--- config.mk ---
export PLATFORM = sky130hd
export DESIGN_NAME = mcbus_unit
export DESIGN_NICKNAME = d
export VERILOG_FILES = /design/src/verilog/mcbus_pkg.sv /design/src/verilog/mcbus_unit.sv
export VERILOG_INCLUDE_DIRS = /design/src /design/src/verilog
export SDC_FILE = /design/constraint.sdc
export NUM_CORES = 1
export LEC_CHECK = 0
export ABC_AREA = 1
export BUFFER_PORTS_ARGS = -buffer_cell sky130_fd_sc_hd__buf_2
export CAP_MARGIN = 20
export CORE_ASPECT_RATIO = 1.4
export CORE_MARGIN = 3
export CORE_UTILIZATION = 40
export DETAILED_ROUTE_END_ITERATION = 7
export PLACE_DENSITY = 0.63
export SETUP_SLACK_MARGIN = 0.2
export SLEW_MARGIN = 15
export SYNTH_ARGS = -nofsm -noshare
export SYNTH_HDL_FRONTEND = slang
export SYNTH_SLANG_ARGS = --single-unit
--- constraint.sdc ---
create_clock -name pclk -period 3.8 [get_ports pclk]
set_input_delay 0.19 -clock pclk [delete_from_list [all_inputs] [get_ports pclk]]
set_output_delay 0.19 -clock pclk [all_outputs]
set_load 0.01 [all_outputs]
--- src/verilog/mcbus_defs.svh ---
`ifndef MCBUS_DEFS_SVH
`define MCBUS_DEFS_SVH

// Register byte offsets
`define OFF_CTRL   12'h000
`define OFF_ADDR   12'h004
`define OFF_WDATA  12'h008
`define OFF_CMD    12'h00c
`define OFF_STATUS 12'h010
`define OFF_RDATA0 12'h014
`define OFF_RDATA3 12'h020

// Field widths and positions
`define CTRL_W     14
`define CMD_W      9
`define CMD_LO_HI  3
`define CMD_WR_BIT 4
`define CMD_SZ_LO  5
`define CMD_SZ_HI  6

// Reset values
`define CTRL_RST   14'h0000
`define CMD_RST    9'h000

// Port width codes
`define PW_32      2'h0
`define PW_16      2'h1
`define PW_8       2'h2

// Data per four-word block, in bytes
`define BLOCK_BYTES 5'h10

`endif

--- src/verilog/mcbus_pkg.sv ---
`default_nettype none
package mcbus_pkg;

	typedef enum logic [2:0] {
		ST_IDLE,
		ST_ADDR,
		ST_DATA,
		ST_GAP,
		ST_TURN,
		ST_GRANT,
		ST_RECLAIM
	} bus_state_e;

	typedef enum logic [1:0] {
		SZ_BYTE,
		SZ_HALF,
		SZ_WORD,
		SZ_QUAD
	} size_e;

	typedef struct packed {
		logic [1:0] port_w;
		logic       mem_wr;
		logic       mem_rd;
		logic       ext_wr;
		logic       ext_rd;
		logic       io_wr;
		logic       io_rd;
		logic       pin2_ext;
		logic       pin3_io;
		logic       reclaim;
		logic       early_gnt;
		logic       dburst;
		logic       be_rdmask;
	} ctrl_s;

	typedef struct packed {
		logic       instr;
		logic       miss;
		size_e      size;
		logic       write;
		logic [3:0] lo;
	} cmd_s;

	typedef struct packed {
		logic clk;
		logic ack_n;
		logic cap_n;
		logic req_n;
		logic c3;
		logic c2;
	} pins_s;

endpackage
`default_nettype wire

--- src/verilog/mcbus_unit.sv ---
// Implementation choices: the register addresses and the APB interface to the registers.
`timescale 1ns/10ps
`default_nettype none
`include "mcbus_defs.svh"
module mcbus_unit
	import mcbus_pkg::*;
#(
	parameter int PADDR_W = 12
) (
	input  wire logic               pclk,
	input  wire logic               presetn,
	input  wire logic               psel,
	input  wire logic               penable,
	input  wire logic               pwrite,
	input  wire logic [PADDR_W-1:0] paddr,
	input  wire logic [31:0]        pwdata,
	output logic      [31:0]        prdata,
	output logic                    pready,
	output logic                    pslverr,
	input  wire logic               system_reference_clock,
	input  wire logic [31:0]        ad_in,
	output logic      [31:0]        ad_out,
	output logic                    ad_oe_n,
	output logic                    bus_oe_n,
	output logic                    ale,
	output logic      [3:0]         addr_lo,
	output logic                    diag,
	output logic                    rd_n,
	output logic                    wr_n,
	output logic                    burst_near_n,
	output logic                    mem_drive_enable_n,
	input  wire logic               ack_n,
	input  wire logic               read_capture_enable_n,
	input  wire logic               master_request_n,
	output logic                    master_grant_n,
	input  wire logic               pin3_in,
	output logic                    io_pulse_n,
	output logic                    pin3_oe_n,
	input  wire logic               pin2_in,
	output logic                    extended_drive_enable_n,
	output logic                    pin2_oe_n,
	output logic                    memory_pulse_n
);

	if (PADDR_W < 6) begin : g_chk
		$error("PADDR_W too small for the register map");
	end
	function automatic logic [4:0] piece_bytes(input logic [1:0] pw);
		piece_bytes = (pw == `PW_32) ? 5'h4 : (pw == `PW_16) ? 5'h2 : 5'h1;
	endfunction
	function automatic logic [31:0] place(input logic [31:0] w,
	                                      input logic [3:0] lo,
	                                      input logic [1:0] pw);
		place = (pw == `PW_32) ? w : (w >> {lo[1:0], 3'h0});
	endfunction
	// Synchronisers and link edge detect
	pins_s       s1_q;
	pins_s       s2_q;
	logic        clk_prev_q;
	logic [31:0] ad1_q;
	logic [31:0] ad2_q;
	pins_s       raw_w;
	assign raw_w = '{clk: system_reference_clock, ack_n: ack_n,
		cap_n: read_capture_enable_n, req_n: master_request_n,
		c3: pin3_in, c2: pin2_in};

	always_ff @(posedge pclk or negedge presetn) begin
		if (!presetn) begin
			s1_q       <= '{default: 1'b1};
			s2_q       <= '{default: 1'b1};
			clk_prev_q <= 1'b1;
			ad1_q      <= 32'h0;
			ad2_q      <= 32'h0;
		end else begin
			s1_q       <= raw_w;
			s2_q       <= s1_q;
			clk_prev_q <= s2_q.clk;
			ad1_q      <= ad_in;
			ad2_q      <= ad1_q;
		end
	end
	wire rise_w = s2_q.clk & ~clk_prev_q;
	wire fall_w = ~s2_q.clk & clk_prev_q;
	wire ack_w  = ~s2_q.ack_n;
	wire cap_w  = ~s2_q.cap_n;
	wire req_w  = ~s2_q.req_n;
	// Register file
	ctrl_s       ctrl_q;
	cmd_s        cmd_q;
	logic [31:0] addr_q;
	logic [31:0] wdata_q;
	logic        go_q;
	logic [31:0] rbuf_q [4];
	bus_state_e  st_q;
	logic [4:0]  left_q;
	logic        wr_x_q;
	logic        ack_seen_q;
	logic        capd_q;
	logic        prev_wr_q;
	logic [23:0] page_q;
	wire [11:0] off_w    = 12'(paddr);
	wire        setup_w  = psel & ~penable;
	wire        wr_acc_w = psel & penable & pwrite;
	wire        busy_w   = go_q | (st_q != ST_IDLE);
	wire        rd_hit_w = (off_w >= `OFF_RDATA0) &&
		(off_w <= `OFF_RDATA3) && (off_w[1:0] == 2'h0);
	wire [1:0]  rd_idx_w = 2'(off_w - `OFF_RDATA0 >> 2);
	wire        map_w = (off_w == `OFF_CTRL) || (off_w == `OFF_ADDR) ||
		(off_w == `OFF_WDATA) || (off_w == `OFF_CMD) ||
		(off_w == `OFF_STATUS) || rd_hit_w;
	wire [1:0]  cond_w = {s2_q.c3 & ~ctrl_q.pin3_io,
		s2_q.c2 & ~ctrl_q.pin2_ext};
	wire [31:0] status_w = {20'h0, cond_w, ~master_grant_n, ack_seen_q,
		left_q, st_q};
	wire [31:0] rmux_w =
		(off_w == `OFF_CTRL)   ? {18'h0, ctrl_q} :
		(off_w == `OFF_ADDR)   ? addr_q :
		(off_w == `OFF_WDATA)  ? wdata_q :
		(off_w == `OFF_CMD)    ? {23'h0, cmd_q} :
		(off_w == `OFF_STATUS) ? status_w :
		rd_hit_w ? rbuf_q[rd_idx_w] : 32'h0;
	wire        start_w = rise_w & (st_q == ST_IDLE) & go_q & ~req_w;
	always_ff @(posedge pclk or negedge presetn) begin
		if (!presetn) begin
			prdata  <= 32'h0;
			pslverr <= 1'b0;
			pready  <= 1'b0;
		end else begin
			pready <= 1'b1;
			if (setup_w) begin
				prdata  <= rmux_w;
				pslverr <= ~map_w;
			end
		end
	end

	// Transfer registers refused while a transaction is pending
	always_ff @(posedge pclk or negedge presetn) begin
		if (!presetn) begin
			ctrl_q  <= `CTRL_RST;
			cmd_q   <= `CMD_RST;
			addr_q  <= 32'h0;
			wdata_q <= 32'h0;
			go_q    <= 1'b0;
		end else begin
			if (wr_acc_w && off_w == `OFF_CTRL)
				ctrl_q <= ctrl_s'(pwdata[`CTRL_W-1:0]);
			if (wr_acc_w && !busy_w && off_w == `OFF_ADDR)
				addr_q <= pwdata;
			if (wr_acc_w && !busy_w && off_w == `OFF_WDATA)
				wdata_q <= pwdata;
			if (wr_acc_w && !busy_w && off_w == `OFF_CMD) begin
				cmd_q <= cmd_s'(pwdata[`CMD_W-1:0]);
				go_q  <= 1'b1;
			end else if (start_w) begin
				go_q <= 1'b0;
			end
		end
	end

	// Transaction decode
	wire [1:0]  pw_w     = ctrl_q.port_w;
	wire [4:0]  pb_w     = piece_bytes(pw_w);
	wire        burst_w  = ~cmd_q.write & cmd_q.miss &
		(cmd_q.instr | ctrl_q.dburst) & (cmd_q.size == SZ_QUAD);
	wire        near_w   = cmd_q.write & prev_wr_q &
		(page_q == addr_q[31:8]);
	wire [4:0]  bytes_w  = burst_w ? `BLOCK_BYTES :
		(cmd_q.size == SZ_BYTE) ? 5'h1 :
		(cmd_q.size == SZ_HALF) ? 5'h2 : 5'h4;
	wire [4:0]  npc_w    = (bytes_w > pb_w) ? (bytes_w >> (2'h2 - pw_w)) :
		5'h1;
	wire [3:0]  lo_w     = burst_w ? 4'h0 : cmd_q.lo;
	wire [3:0]  lane_w   = (cmd_q.size == SZ_BYTE) ?
		4'(4'h1 << cmd_q.lo[1:0]) :
		(cmd_q.size == SZ_HALF) ? (cmd_q.lo[1] ? 4'hc : 4'h3) : 4'hf;
	wire [3:0]  be_n_w   = (!cmd_q.write && ctrl_q.be_rdmask) ? 4'hf :
		~lane_w;
	wire        piece_w  = wr_x_q ? ack_w : (cap_w | capd_q);
	wire        done_w   = piece_w & (wr_x_q | (left_q != 5'h0) |
		ack_w | ack_seen_q);
	wire [3:0]  next_lo_w = 4'(addr_lo + pb_w[3:0]);
	always_ff @(posedge pclk or negedge presetn) begin
		if (!presetn) begin
			st_q           <= ST_IDLE;
			ale            <= 1'b0;
			ad_out         <= 32'h0;
			ad_oe_n        <= 1'b1;
			bus_oe_n       <= 1'b0;
			addr_lo        <= 4'h0;
			diag           <= 1'b0;
			rd_n           <= 1'b1;
			wr_n           <= 1'b1;
			burst_near_n   <= 1'b1;
			master_grant_n <= 1'b1;
			left_q         <= 5'h0;
			wr_x_q         <= 1'b0;
			prev_wr_q      <= 1'b0;
			page_q         <= 24'h0;
		end else if (rise_w) begin
			case (st_q)
			ST_IDLE: begin
				if (req_w) begin
					st_q           <= ST_GRANT;
					master_grant_n <= 1'b0;
					bus_oe_n       <= 1'b1;
					ad_oe_n        <= 1'b1;
				end else if (go_q) begin
					st_q         <= ST_ADDR;
					ale          <= 1'b1;
					ad_out       <= {addr_q[31:4], be_n_w};
					ad_oe_n      <= 1'b0;
					addr_lo      <= lo_w;
					diag         <= cmd_q.miss;
					rd_n         <= cmd_q.write;
					wr_n         <= ~cmd_q.write;
					burst_near_n <= ~(burst_w | near_w);
					left_q       <= 5'(npc_w - 5'h1);
					wr_x_q       <= cmd_q.write;
				end
			end
			ST_ADDR: begin
				st_q <= ST_DATA;
				ale  <= 1'b0;
				diag <= cmd_q.instr;
				if (wr_x_q)
					ad_out <= place(wdata_q, addr_lo, pw_w);
				else
					ad_oe_n <= 1'b1;
			end
			ST_DATA: begin
				if (done_w && left_q == 5'h0) begin
					st_q         <= ST_TURN;
					rd_n         <= 1'b1;
					wr_n         <= 1'b1;
					burst_near_n <= 1'b1;
					ad_oe_n      <= 1'b1;
				end else if (done_w) begin
					st_q    <= ST_GAP;
					left_q  <= left_q - 5'h1;
					addr_lo <= next_lo_w;
				end
			end
			ST_GAP: begin
				st_q <= ST_DATA;
				if (wr_x_q)
					ad_out <= place(wdata_q, addr_lo, pw_w);
			end
			ST_TURN: begin
				st_q      <= ST_IDLE;
				prev_wr_q <= wr_x_q;
				page_q    <= addr_q[31:8];
			end
			ST_GRANT: begin
				if (!req_w) begin
					st_q           <= ST_IDLE;
					master_grant_n <= 1'b1;
					bus_oe_n       <= 1'b0;
					prev_wr_q      <= 1'b0;
				end else if (ctrl_q.early_gnt && ctrl_q.reclaim) begin
					st_q           <= ST_RECLAIM;
					master_grant_n <= 1'b1;
				end
			end
			ST_RECLAIM: begin
				if (!req_w) begin
					st_q      <= ST_IDLE;
					bus_oe_n  <= 1'b0;
					prev_wr_q <= 1'b0;
				end
			end
			default: st_q <= ST_IDLE;
			endcase
		end
	end

	// Per-piece capture and acknowledge bookkeeping
	wire        in_data_w = (st_q == ST_DATA);
	wire        take_w    = in_data_w & ~wr_x_q & cap_w & ~capd_q;
	wire [1:0]  widx_w    = addr_lo[3:2];
	wire [31:0] old_w     = rbuf_q[widx_w];
	wire [31:0] merged_w  =
		(pw_w == `PW_32) ? ad2_q :
		(pw_w == `PW_16) ? (addr_lo[1] ? {ad2_q[15:0], old_w[15:0]} :
			{old_w[31:16], ad2_q[15:0]}) :
		((old_w & ~(32'h0000_00ff << {addr_lo[1:0], 3'h0})) |
			({24'h0, ad2_q[7:0]} << {addr_lo[1:0], 3'h0}));
	always_ff @(posedge pclk or negedge presetn) begin
		if (!presetn) begin
			rbuf_q     <= '{default: 32'h0};
			capd_q     <= 1'b0;
			ack_seen_q <= 1'b0;
		end else begin
			if (take_w)
				rbuf_q[widx_w] <= merged_w;
			if (st_q == ST_ADDR || (rise_w && st_q == ST_DATA && done_w))
				capd_q <= 1'b0;
			else if (take_w)
				capd_q <= 1'b1;
			if (st_q == ST_ADDR)
				ack_seen_q <= 1'b0;
			else if (in_data_w && ack_w)
				ack_seen_q <= 1'b1;
		end
	end

	// Auxiliary strobes
	wire xfer_w  = in_data_w | (st_q == ST_GAP);
	wire io_on_w = (~wr_x_q & ctrl_q.io_rd) | (wr_x_q & ctrl_q.io_wr);
	wire mem_w   = (~wr_x_q & ctrl_q.mem_rd) | (wr_x_q & ctrl_q.mem_wr);
	wire ext_w   = (~rd_n & ctrl_q.ext_rd) | (~wr_n & ctrl_q.ext_wr);
	// Drop with the read strobe, not one cycle after it
	wire fin_w   = rise_w & in_data_w & done_w & (left_q == 5'h0);
	always_ff @(posedge pclk or negedge presetn) begin
		if (!presetn) begin
			mem_drive_enable_n      <= 1'b1;
			memory_pulse_n          <= 1'b1;
			io_pulse_n              <= 1'b1;
			extended_drive_enable_n <= 1'b1;
			pin3_oe_n               <= 1'b1;
			pin2_oe_n               <= 1'b1;
		end else begin
			mem_drive_enable_n <= ~(xfer_w & ~wr_x_q & ad_oe_n & ~fin_w);
			memory_pulse_n     <= ~(in_data_w & mem_w & ~capd_q);
			io_pulse_n         <= ~(xfer_w & io_on_w);
			if (ext_w)
				extended_drive_enable_n <= 1'b0;
			else if (fall_w)
				extended_drive_enable_n <= 1'b1;
			pin3_oe_n <= ~ctrl_q.pin3_io | bus_oe_n;
			pin2_oe_n <= ~ctrl_q.pin2_ext | bus_oe_n;
		end
	end
endmodule

`default_nettype wire

==> results of run 1 <==
-- critical path: cells and delay by family (launching register included) --
kind,cells,cell delay [ns]
flip-flops,1,0.46
AO/OA/AOI/OAI,1,0.30
AND/OR/NAND/NOR,9,0.79
adder cells (fa/ha/maj),3,0.74
buffers and inverters,2,0.48
-- sequential cells by signal, indices dropped and copies added (netlist names), 2 cells and up --
name,cells
ctrl_q,12
ad2_q,32
s2_q,6
addr_q,32
st_q,3
left_q,5
s1_q,6
cmd_q,9
wdata_q,32
pw_w,2
page_q,24
ad1_q,32
prdata,32
ad_out,32
rbuf_q,128
addr_lo,4
-- per-layer routing --
metal / vias to the layer above / GRT usage / wire length (um) / share of wire
met2: 764 / 0.429 / 33300 / 0.49
li1: 8473 / - / - / -
met1: 8896 / 0.323 / 26900 / 0.39
met4: 0 / 0.120 / 3640 / 0.053
met3: 159 / 0.0270 / 4380 / 0.064
met5: - / 0 / 0 / 0
-- worst paths after layout --
| kind | to |
|---|---|
| hold reg to reg | ad2_q[3]$_DFF_PN0_ |
| setup reg to reg | left_q[4]$_DFFE_PN0P_ |
| min in group asynchronous | prdata[3]$_DFFE_PN0P_ |
| hold / removal | addr_q[5]$_DFFE_PN0P_ |
| max in group asynchronous | prdata[4]$_DFFE_PN0P_ |
| setup / recovery | left_q[4]$_DFFE_PN0P_ |
-- through the flow --
step	util	power [mW]	std cells	instance area (um2)
floorplan	-	7.80	2444	20000
global placement	0.435	8.99	3163	21400
detailed placement	0.435	9.07	3163	21400
CTS	0.479	13.7	3306	23600
global route	0.480	14.3	3308	23600
finish	0.480	13.6	3308	23600
-- placed cells by master, fill, tap and decap left out, types with 11 or more instances in the layout --
cell type / netlist / layout
a221oi_1: 18 / 18
clkbuf_16: 0 / 45
ha_1: 13 / 13
nor3_1: 15 / 15
buf_2: 29 / 169
nand2_1: 512 / 512
a21oi_1: 144 / 144
nor2_1: 108 / 108
o21bai_1: 11 / 11
dfrtp_1: 389 / 389
or2_2: 13 / 13
o211ai_1: 12 / 12
o21ai_0: 388 / 388
buf_4: 15 / 41
inv_2: 14 / 14
a31oi_1: 21 / 21
o21ai_1: 63 / 63
inv_1: 303 / 303
dfstp_2: 24 / 24
dlygate4sd3_1: 0 / 65
o22ai_1: 81 / 81
nand3_1: 91 / 91
-- final cells by class --
cell class,count,area [um2]
Multi-Input combinational cell,1580,7830
Tap cell,637,797
Sequential cell,413,10400
Clock inverter,16,244
Clock buffer,62,1280
Timing Repair Buffer,280,1910
Fill cell,4829,25600
Inverter,320,1200
-- what timing repair did --
action                                 4_1_cts  5_1_grt
endpoints found under the hold margin      193        0
hold buffers                                65        0
resized for setup                            0        0
-- logic make-up after synthesis --
group	count (synthesis)
flip-flops	413
buffers and inverters	451
AO/OA/AOI/OAI	780
AND/OR/NAND/NOR	776
XOR/XNOR	9
other	1
adder cells (fa/ha/maj)	14
-- where the power goes --
part	switching (mW)	leakage (nW)	total, mW	internal [mW]
clock	1.86	0.749	4.55	2.69
sequential	0.553	5.38	5.79	5.23
combinational	2.18	4.69	3.30	1.12
total	4.59	10.8	13.6	9.05
==> results list, run 1 <==
- Number of cells on the worst hold path: 3
* Ranking of synthesized cells by instance count: nand2_1 (512), dfrtp_1 (389), o21ai_0 (388)
- For this run, the slowest stage of the critical path takes 0.46 ns.
- Hold Fails Final Rpt: 0
- The synthesized design spends more area on one cell type than any other, namely dfrtp_1.
- 0 antenna diodes ended up in the layout.
- Post-Synthesis Net Count: about 2,500
- After routing, the total negative slack on setup checks comes to 0 ns.
* Wire length of the first global-routing pass: roughly 110,000 um
- Port-buffer cells: between 150 and 200
* Syn_area_per_cell: slightly above 8 um2
- RSZ-0062 raised after global routing: no
- At the pin with the least slew margin, the transition time is 1.02 ns.
- The count of nets left with antenna violations once routing finished came out at 0.
- Max-cap violations in this run came to 0.
- Area share of the leading cell type in the synthesized netlist: 0.486
- Detailed placement ended at an HPWL of 49,400 um.
* Setup WS pre-CTS: between 0.9 and 1 ns
- Die span in y: between 200 and 300 um
- Critical Path AT: between 3 and 4 ns
- Synth async-reset ratio: 1.00
* Min-Delay Startpoint: pwdata[5]
- Sort of element at the start of the critical path: flip-flop
- Worst-path clk slew: 0.07 ns
* Sink Count: about 410
- Most frequently used flop master after synthesis: dfrtp_1
* Fin Clk Skew: 0.0308 ns
* Reg2Reg Depth: 15
- Total number of vias: between 15,000 and 20,000
* Most numerous cell on the critical path: nand2_1
- Required time of the worst setup path: between 4 and 5 ns
- Final Max Tran Viols: 0
- CTS tree: done
* TritonCTS Buffers: 44
- Warnings, synthesis: 0
- After detailed routing, the number of vias per cell comes to 5.53.
- Layout overhead on the synthesized area: 17.9%
- The total overflow left after global routing is 0.
- The floorplan step defined a core boundary enclosing between 40,000 and 50,000 um2.
- In this run the count of I/O pins placed on the die edge is roughly 170.
- Synthesis produced a netlist whose cell count is roughly 2,400.
* Share of the cycle needed by the critical path after routing: 0.760
- Synth Cell Area: 20,000 um2
- Run status: finished clean
- Summed over all cells, the static leakage comes to approximately 11 nW.
* Final setup margin: about 0.91 ns
* Slowest cell on crit path: dfrtp_1
- Worst reg-to-reg setup slack: around 0.91 ns
- The final layout contains routed wiring with a total length of just under 70,000 um.
- Average wire per standard cell: slightly above 20 um
- Number of flops mapped to enable cells by yosys: 0
- The critical path goes through inv_1 > ha_1 > buf_4 > nor2_1 > ha_1 > nand3b_1 > nand2_1 > nand2_1 > nand2_1 > nand2_1 > o21ai_1 > ha_1 > nand4_1 > nand3_1 > nand2_1.
- Number of antenna violations at the first check in global routing: 0
* Initial DRC Count: roughly 1,700
- After synthesis, the share of cell area in mux cells is 0.
* Share of the yosys chip area belonging to registers: 0.517
* Worst-case clock buffer depth: 3
- After clock tree synthesis, the setup repair step added 0 buffers.
* Pin count of the biggest net entering global routing: 109
- By area, the combinational part of the netlist is dominated by compound AO/OA/AOI/OAI gates.
* Most frequent cell after synthesis: nand2_1
- Ranked by total cell area, the synthesized netlist is headed by dfrtp_1 (49%), o21ai_0 (9.7%), nand2_1 (9.6%).
- Remaining DRCs: 0
- Measured against its own limit, the worst slew margin works out to 0.323.
* Count of different cell masters after synthesis: 51
* VDD IR-drop max: 0.000390 V
- Number of global-route vias before repair: roughly 18,000
- For this run, the total global-route usage over all layers was measured as 0.252.
- Along the worst path, the maximum fanout reaches 14.
- The setup path with the least slack is of type flip-flop to flip-flop.
* Post-synthesis adder-cell area fraction: 0.00911
* Die width: roughly 200 um
- Across all hold checks on the routed design, the worst slack comes to around 0.017 ns.
- The congestion estimate from routability-driven global placement came to just over 0.9.
- The area fraction in compound gates after synthesis was 0.214.
- The first detailed-routing pass ran for 6 iterations.
- For this design the ratio of total power to cell area is 577 nW/um2.
- Category of the worst setup path capture point: flip-flop
- Fraction of the mapped netlist area in simple logic gates: 0.164
* Worst skew pair latency: around 0.6 ns
- Clk root buf: clkbuf_16
* Share of cells above drive strength 1: 0.136
* Floorplan die area: between 50,000 and 60,000 um2
- The worst register-to-register path begins at pw_w[0]$_DFFE_PN0P_.
- The min-delay analysis places its worst path in the category primary input to flip-flop.
- For this run, the post-layout net count is 2,740.
* H-Tree Level Count: 2
- The initial utilization of the core area, before any placement, comes to 0.407.
- Row generation in the floorplan step produced 96 rows.
- Counting flops and latches in the post-synthesis netlist gives roughly 410.
- Timing would allow up to 346 MHz.
* Parity-gate share of the synthesized area counting xor and xnor cells: 0.00393
- After layout, the minimum clock period comes to ~2.9 ns.
* Number of setup violations in the final report: 0
* Origin of the worst setup path: pw_w[0]$_DFFE_PN0P_
Power figures use the tool's default switching activity.
==> inputs of run 2 (changes only) <==
--- a/config.mk
+++ b/config.mk
@@ -6,14 +6,14 @@
 export SDC_FILE = /design/constraint.sdc
 export NUM_CORES = 1
 export LEC_CHECK = 0
-export ABC_AREA = 1
+export ABC_AREA = 0
 export BUFFER_PORTS_ARGS = -buffer_cell sky130_fd_sc_hd__buf_2
 export CAP_MARGIN = 20
 export CORE_ASPECT_RATIO = 1.4
 export CORE_MARGIN = 3
 export CORE_UTILIZATION = 40
 export DETAILED_ROUTE_END_ITERATION = 7
-export PLACE_DENSITY = 0.63
+export PLACE_DENSITY = 0.65
 export SETUP_SLACK_MARGIN = 0.2
 export SLEW_MARGIN = 15
 export SYNTH_ARGS = -nofsm -noshare
==> constraint.sdc (replaced) <==
create_clock -name pclk -period 2.4 [get_ports pclk]
set_input_delay 0.12 -clock pclk [delete_from_list [all_inputs] [get_ports pclk]]
set_output_delay 0.12 -clock pclk [all_outputs]
set_load 0.01 [all_outputs]
==> run 2 against run 1 <==
  * Sequential cell count stayed put
  * Cell count is 21% lower
  * Register-to-register slack worse by 0.84 ns
  * Critical path depth is 3 lower
  * Sequential share of layout area is 1.4 points lower
  * Clock-buffer cell count is 1 lower
  * Die area is 1.8% lower
  * Via count is 18% lower
  * Global-route usage is 2.0 points lower
  * Worst hold slack better by 0.052 ns
  * Critical path type unchanged
  * Largest power group unchanged
  * Sequential power is 46% higher
==> results list, run 2 <==
* Routing usage on met3: 0.0267 (-0.000319)
- H-Tree Level Count: 2 (unchanged)
* Max reg flops: 128 (unchanged)
* Sum of routed wire length over all layers: 61,500 um (-10%)
- Transition at the pin with the smallest max-transition slack: 1.14 ns (+0.121 ns)
* Run status: finished clean
- The number of nets still failing antenna checks after routing was 0 (unchanged).
- The number of standard cells in the layout, taps in and fillers out was 2,622 (-21%).
- TritonCTS Buffers: 42 (-4.5%)
* Remaining DRCs: 0 (unchanged)
* VDD IR-drop max: 0.000548 V (+41%)
- The count of mapped cells out of synthesis was 1,671 (-32%).
- Yosys instantiated no cell more often than dfrtp_1.
- The net load switching power came to 6.93 mW (+51%).
* Most common cell after layout, fill and taps aside: dfrtp_1
- Worst reg-to-reg setup slack: 0.07 ns (-0.84 ns)
* Core Area: 48,300 um2 (-2.0%)
* Layout overhead on the synthesized area: 24.1%
* Number of antenna violations at the first check in global routing: 0 (unchanged)
* Hold Fails Final Rpt: 0 (unchanged)
- The area share of the largest cell type after synthesis came to 0.495 (+0.00936).
- The met2 routing resource usage after global routing was 0.410 (-0.0189).
- The startpoint identified for the worst register-to-register timing path is pw_w[1]$_DFFE_PN0P_.
- All-Layer GR Usage: 0.232 (-0.0201)
* Sink Count: 413 (unchanged)
- Largest driver fanout on the critical path: 5 (-9)
* GR Util met1: 0.286 (-0.0362)
* # nets final: 2,060 (-25%)
- The number of placed cells counting well taps came to 2,448 (-23%).
- Synth Cell Area: 19,700 um2 (-1.9%)
- The normalized max-slew margin came to 0.242 (-0.0805).
- Number of flops mapped to enable cells by yosys: 0 (unchanged)
* Syn_area_per_cell: 11.8 um2 (+43%)
* Ranking of synthesized cells by instance count: dfrtp_1 (389), nand2_1 (173), mux2_2 (169)
- Int Power: 14.2 mW (+57%)
- Post-Synthesis Net Count: 1,772 (-30%)
- The worst reg2reg path depth is 12 (-3).
- Floorplan die area: 51,900 um2 (-1.8%)
- Number of global-route vias before repair: 15,400 (-13%)
* Worst min-delay path endpoint: prdata[2]$_DFFE_PN0P_
- The minimum clock period is 2.33 ns (-0.555 ns).
- Clk root buf: clkbuf_16
- Pin count of the biggest net entering global routing: 133 (+22%)
* Count of different cell masters after synthesis: 74 (+45%)
- The clock network fraction of total power was 0.314 (-0.020).
- The final clock period utilization by the worst path came to 0.972 (+0.212).
* Hold/Removal Path Class: primary input to flip-flop
* Starting density of the core: 0.408 (+0.000481)
- Share of the yosys chip area belonging to registers: 0.527 (+0.00997)
- The clock latency of the later-clocked register in the worst-skew pair was 0.58 ns (about the same).
* Warnings, synthesis: 0 (unchanged)
- Worst-path clk slew: 0.06 ns (about the same)
* Required time of the worst setup path: 2.83 ns (-1.43 ns)
* DRT Pass-1 Iters: 6 (unchanged)
- Part of the total power dissipated in combinational logic: 0.287 (+0.045)
- Detailed-route vias per instance: 5.74 (+3.9%)
- Total number of vias: 15,100 (-18%)
- Final HPWL from detailed placement: 42,800 um (-13%)
* Final setup margin: 0.0663 ns (-0.845 ns)
- The die extent in x came to 193 um (-0.92%).
* Tightest hold margin: 0.0686 ns (+0.0520 ns)
* Max-cap violation count: 0 (unchanged)
- The weighted congestion at the end of routability-driven global placement was 0.903 (-3.4%).
- Number of cells on the worst hold path: 5 (+2)
- Diodes inserted: 0 (unchanged)
* Category of the worst setup path capture point: flip-flop
* Number of setup violations in the final report: 0 (unchanged)
- Wire length of the first global-routing pass: 94,000 um (-10%)
- Average wire per standard cell: 23.4 um (+14%)
- Port-buffer cells: 170 (unchanged)
* Die span in y: 268 um (-0.93%)
- Ranked by total cell area, the synthesized netlist is headed by dfrtp_1 (49%), mux2_2 (9.7%), mux4_2 (7.3%).
- The share of final-layout standard cells stronger than drive strength 1 was 0.335 (+0.199).
- Top register by number of flip-flops: rbuf_q
- Sort of element at the start of the critical path: flip-flop
- Setup repair after global routing could not meet its margin everywhere.
- In this run the most critical hold path is launched from penable.
* Number of placed I/O pins: 171 (unchanged)
- Grt ovf: 0 (unchanged)
- The setup path with the least slack is of type flip-flop to flip-flop.
- Worst-case clock buffer depth: 3 (unchanged)
* Final Max Tran Viols: 0 (unchanged)
* Initial DRC Count: 1,168 (-32%)
- The total negative slack was 0 ns (unchanged).
* Sw Share: 0.327 (-0.00913)
- Synth async-reset ratio: 1.00 (unchanged)
* Upper clock frequency limit: 428 MHz (+24%)
- GR peak layer: met2
- The power share of the sequential group is 0.399 (-0.025).
* Most frequently used flop master after synthesis: dfrtp_1
* Fin Clk Skew: 0.0464 ns (+0.0156 ns)
- The number of flip-flops and latches in the synthesized netlist was 413 (unchanged).
- Worst r2r dst: left_q[2]$_DFFE_PN0P_
- The leakage dissipation is 11.1 nW (+3.0%).
- TritonCTS built the clock tree.
- The data arrival time at the worst-slack endpoint came to 2.76 ns (-0.59 ns).
* Commonest cells after routing, fill and taps aside: dfrtp_1 (386), nand2_1 (173), buf_2 (169), mux2_2 (166), o21ai_0 (149)
- Of all cell types, the one taking the most synthesized area is dfrtp_1.
* Setup WS pre-CTS: -0.0154 ns (-0.963 ns)
- Power per cell area: 868 nW/um2 (+50%)
- The number of rows in the core area was 95 (-1.0%).
[run 2: cell types whose count changed after synthesis, sizes merged, moves of 15 or more]
| cell | previous run | this run |
|---|---|---|
| mux2 | 0 | 207 |
| mux2i | 0 | 18 |
| a22oi | 9 | 57 |
| buf | 57 | 42 |
| nor2 | 119 | 80 |
| o21ai | 453 | 196 |
| inv | 317 | 37 |
| a21oi | 145 | 65 |
| a221o | 0 | 22 |
| o22ai | 81 | 5 |
| nand2 | 520 | 175 |
| mux4 | 0 | 64 |
| nand3 | 91 | 18 |
[run 2: worst max path at each step]
stage / startpoint / to / slack [ns] / depth (start not counted)
after global routing: pw_w[1]$_DFFE_PN0P_ / left_q[2]$_DFFE_PN0P_ / -0.06 / 12
final: pw_w[1]$_DFFE_PN0P_ / left_q[2]$_DFFE_PN0P_ / 0.07 / 12
after CTS: pw_w[1]$_DFFE_PN0P_ / left_q[4]$_DFFE_PN0P_ / 0.09 / 12
after detailed placement: cmd_q[8]$_DFFE_PN0P_ / left_q[4]$_DFFE_PN0P_ / -0.02 / 10
after floorplan: pw_w[0]$_DFFE_PN0P_ / left_q[4]$_DFFE_PN0P_ / -0.11 / 14
after global placement: cmd_q[8]$_DFFE_PN0P_ / left_q[2]$_DFFE_PN0P_ / 0.04 / 10
[run 2: worst max-delay path: stages, from the launching register on]
cell      delay, ns
dfrtp_1        0.37
inv_2          0.07
buf_6          0.12
ha_4           0.18
nor2_4         0.09
ha_2           0.16
inv_1          0.04
a211o_1        0.26
and2_4         0.15
o311ai_4       0.28
ha_2           0.26
xor2_1         0.16
o21ai_1        0.08
[run 2: cell families after synthesis]
kind of cell | after synthesis | synth area share
adder cells (fa/ha/maj) | 14 | 0.00929
buffers and inverters | 155 | 0.0363
AND/OR/NAND/NOR | 347 | 0.0802
AO/OA/AOI/OAI | 425 | 0.134
other | 1 | 0.000191
flip-flops | 413 | 0.527
XOR/XNOR | 27 | 0.0120
multiplexers | 289 | 0.201
[run 2: power by group through the flow]
stage / clock network (mW) / registers (mW) / logic (mW)
after floorplan: 0 / 8.41 / 3.56
after global placement: 0 / 8.48 / 5.49
after detailed placement: 0 / 8.55 / 5.57
after CTS: 6.83 / 8.42 / 5.84
after global routing: 7.10 / 8.54 / 6.61
final: 6.66 / 8.45 / 6.07
[run 2: layer usage]
metal,vias to the layer above,part of all wire,routed length [um]
li1,6685,-,-
met1,7618,0.39,23800
met2,599,0.51,31200
met3,161,0.051,3130
met4,0,0.055,3370
met5,-,0,0
[run 2: area by class of cell]
type                       instances  area [um2]
clock buffer                      61        1210
sequential                       413       10400
tap                              630         788
inverter                          37         141
timing repair buffer             362        2880
multi-input combinational       1103        8810
clock inverter                    16         195
fill                            4262       23900
[run 2: what timing repair did]
action,in CTS,in global routing
pin swaps,14,1
buffers inserted,13,7
hold buffers,72,0
endpoints found under the setup margin,81,124
hold endpoints to repair,514,0
gates cloned,2,3
gates resized for setup,24,36
[run 2: stage by stage]
step / power [mW] / cell area [um2] / utilization
2_1_floorplan: 12.0 / 19800 / -
3_3_place_gp: 14.0 / 21700 / 0.451
3_5_place_dp: 14.1 / 21700 / 0.451
4_1_cts: 21.1 / 24100 / 0.500
5_1_grt: 22.2 / 24400 / 0.506
6_report: 21.2 / 24400 / 0.506
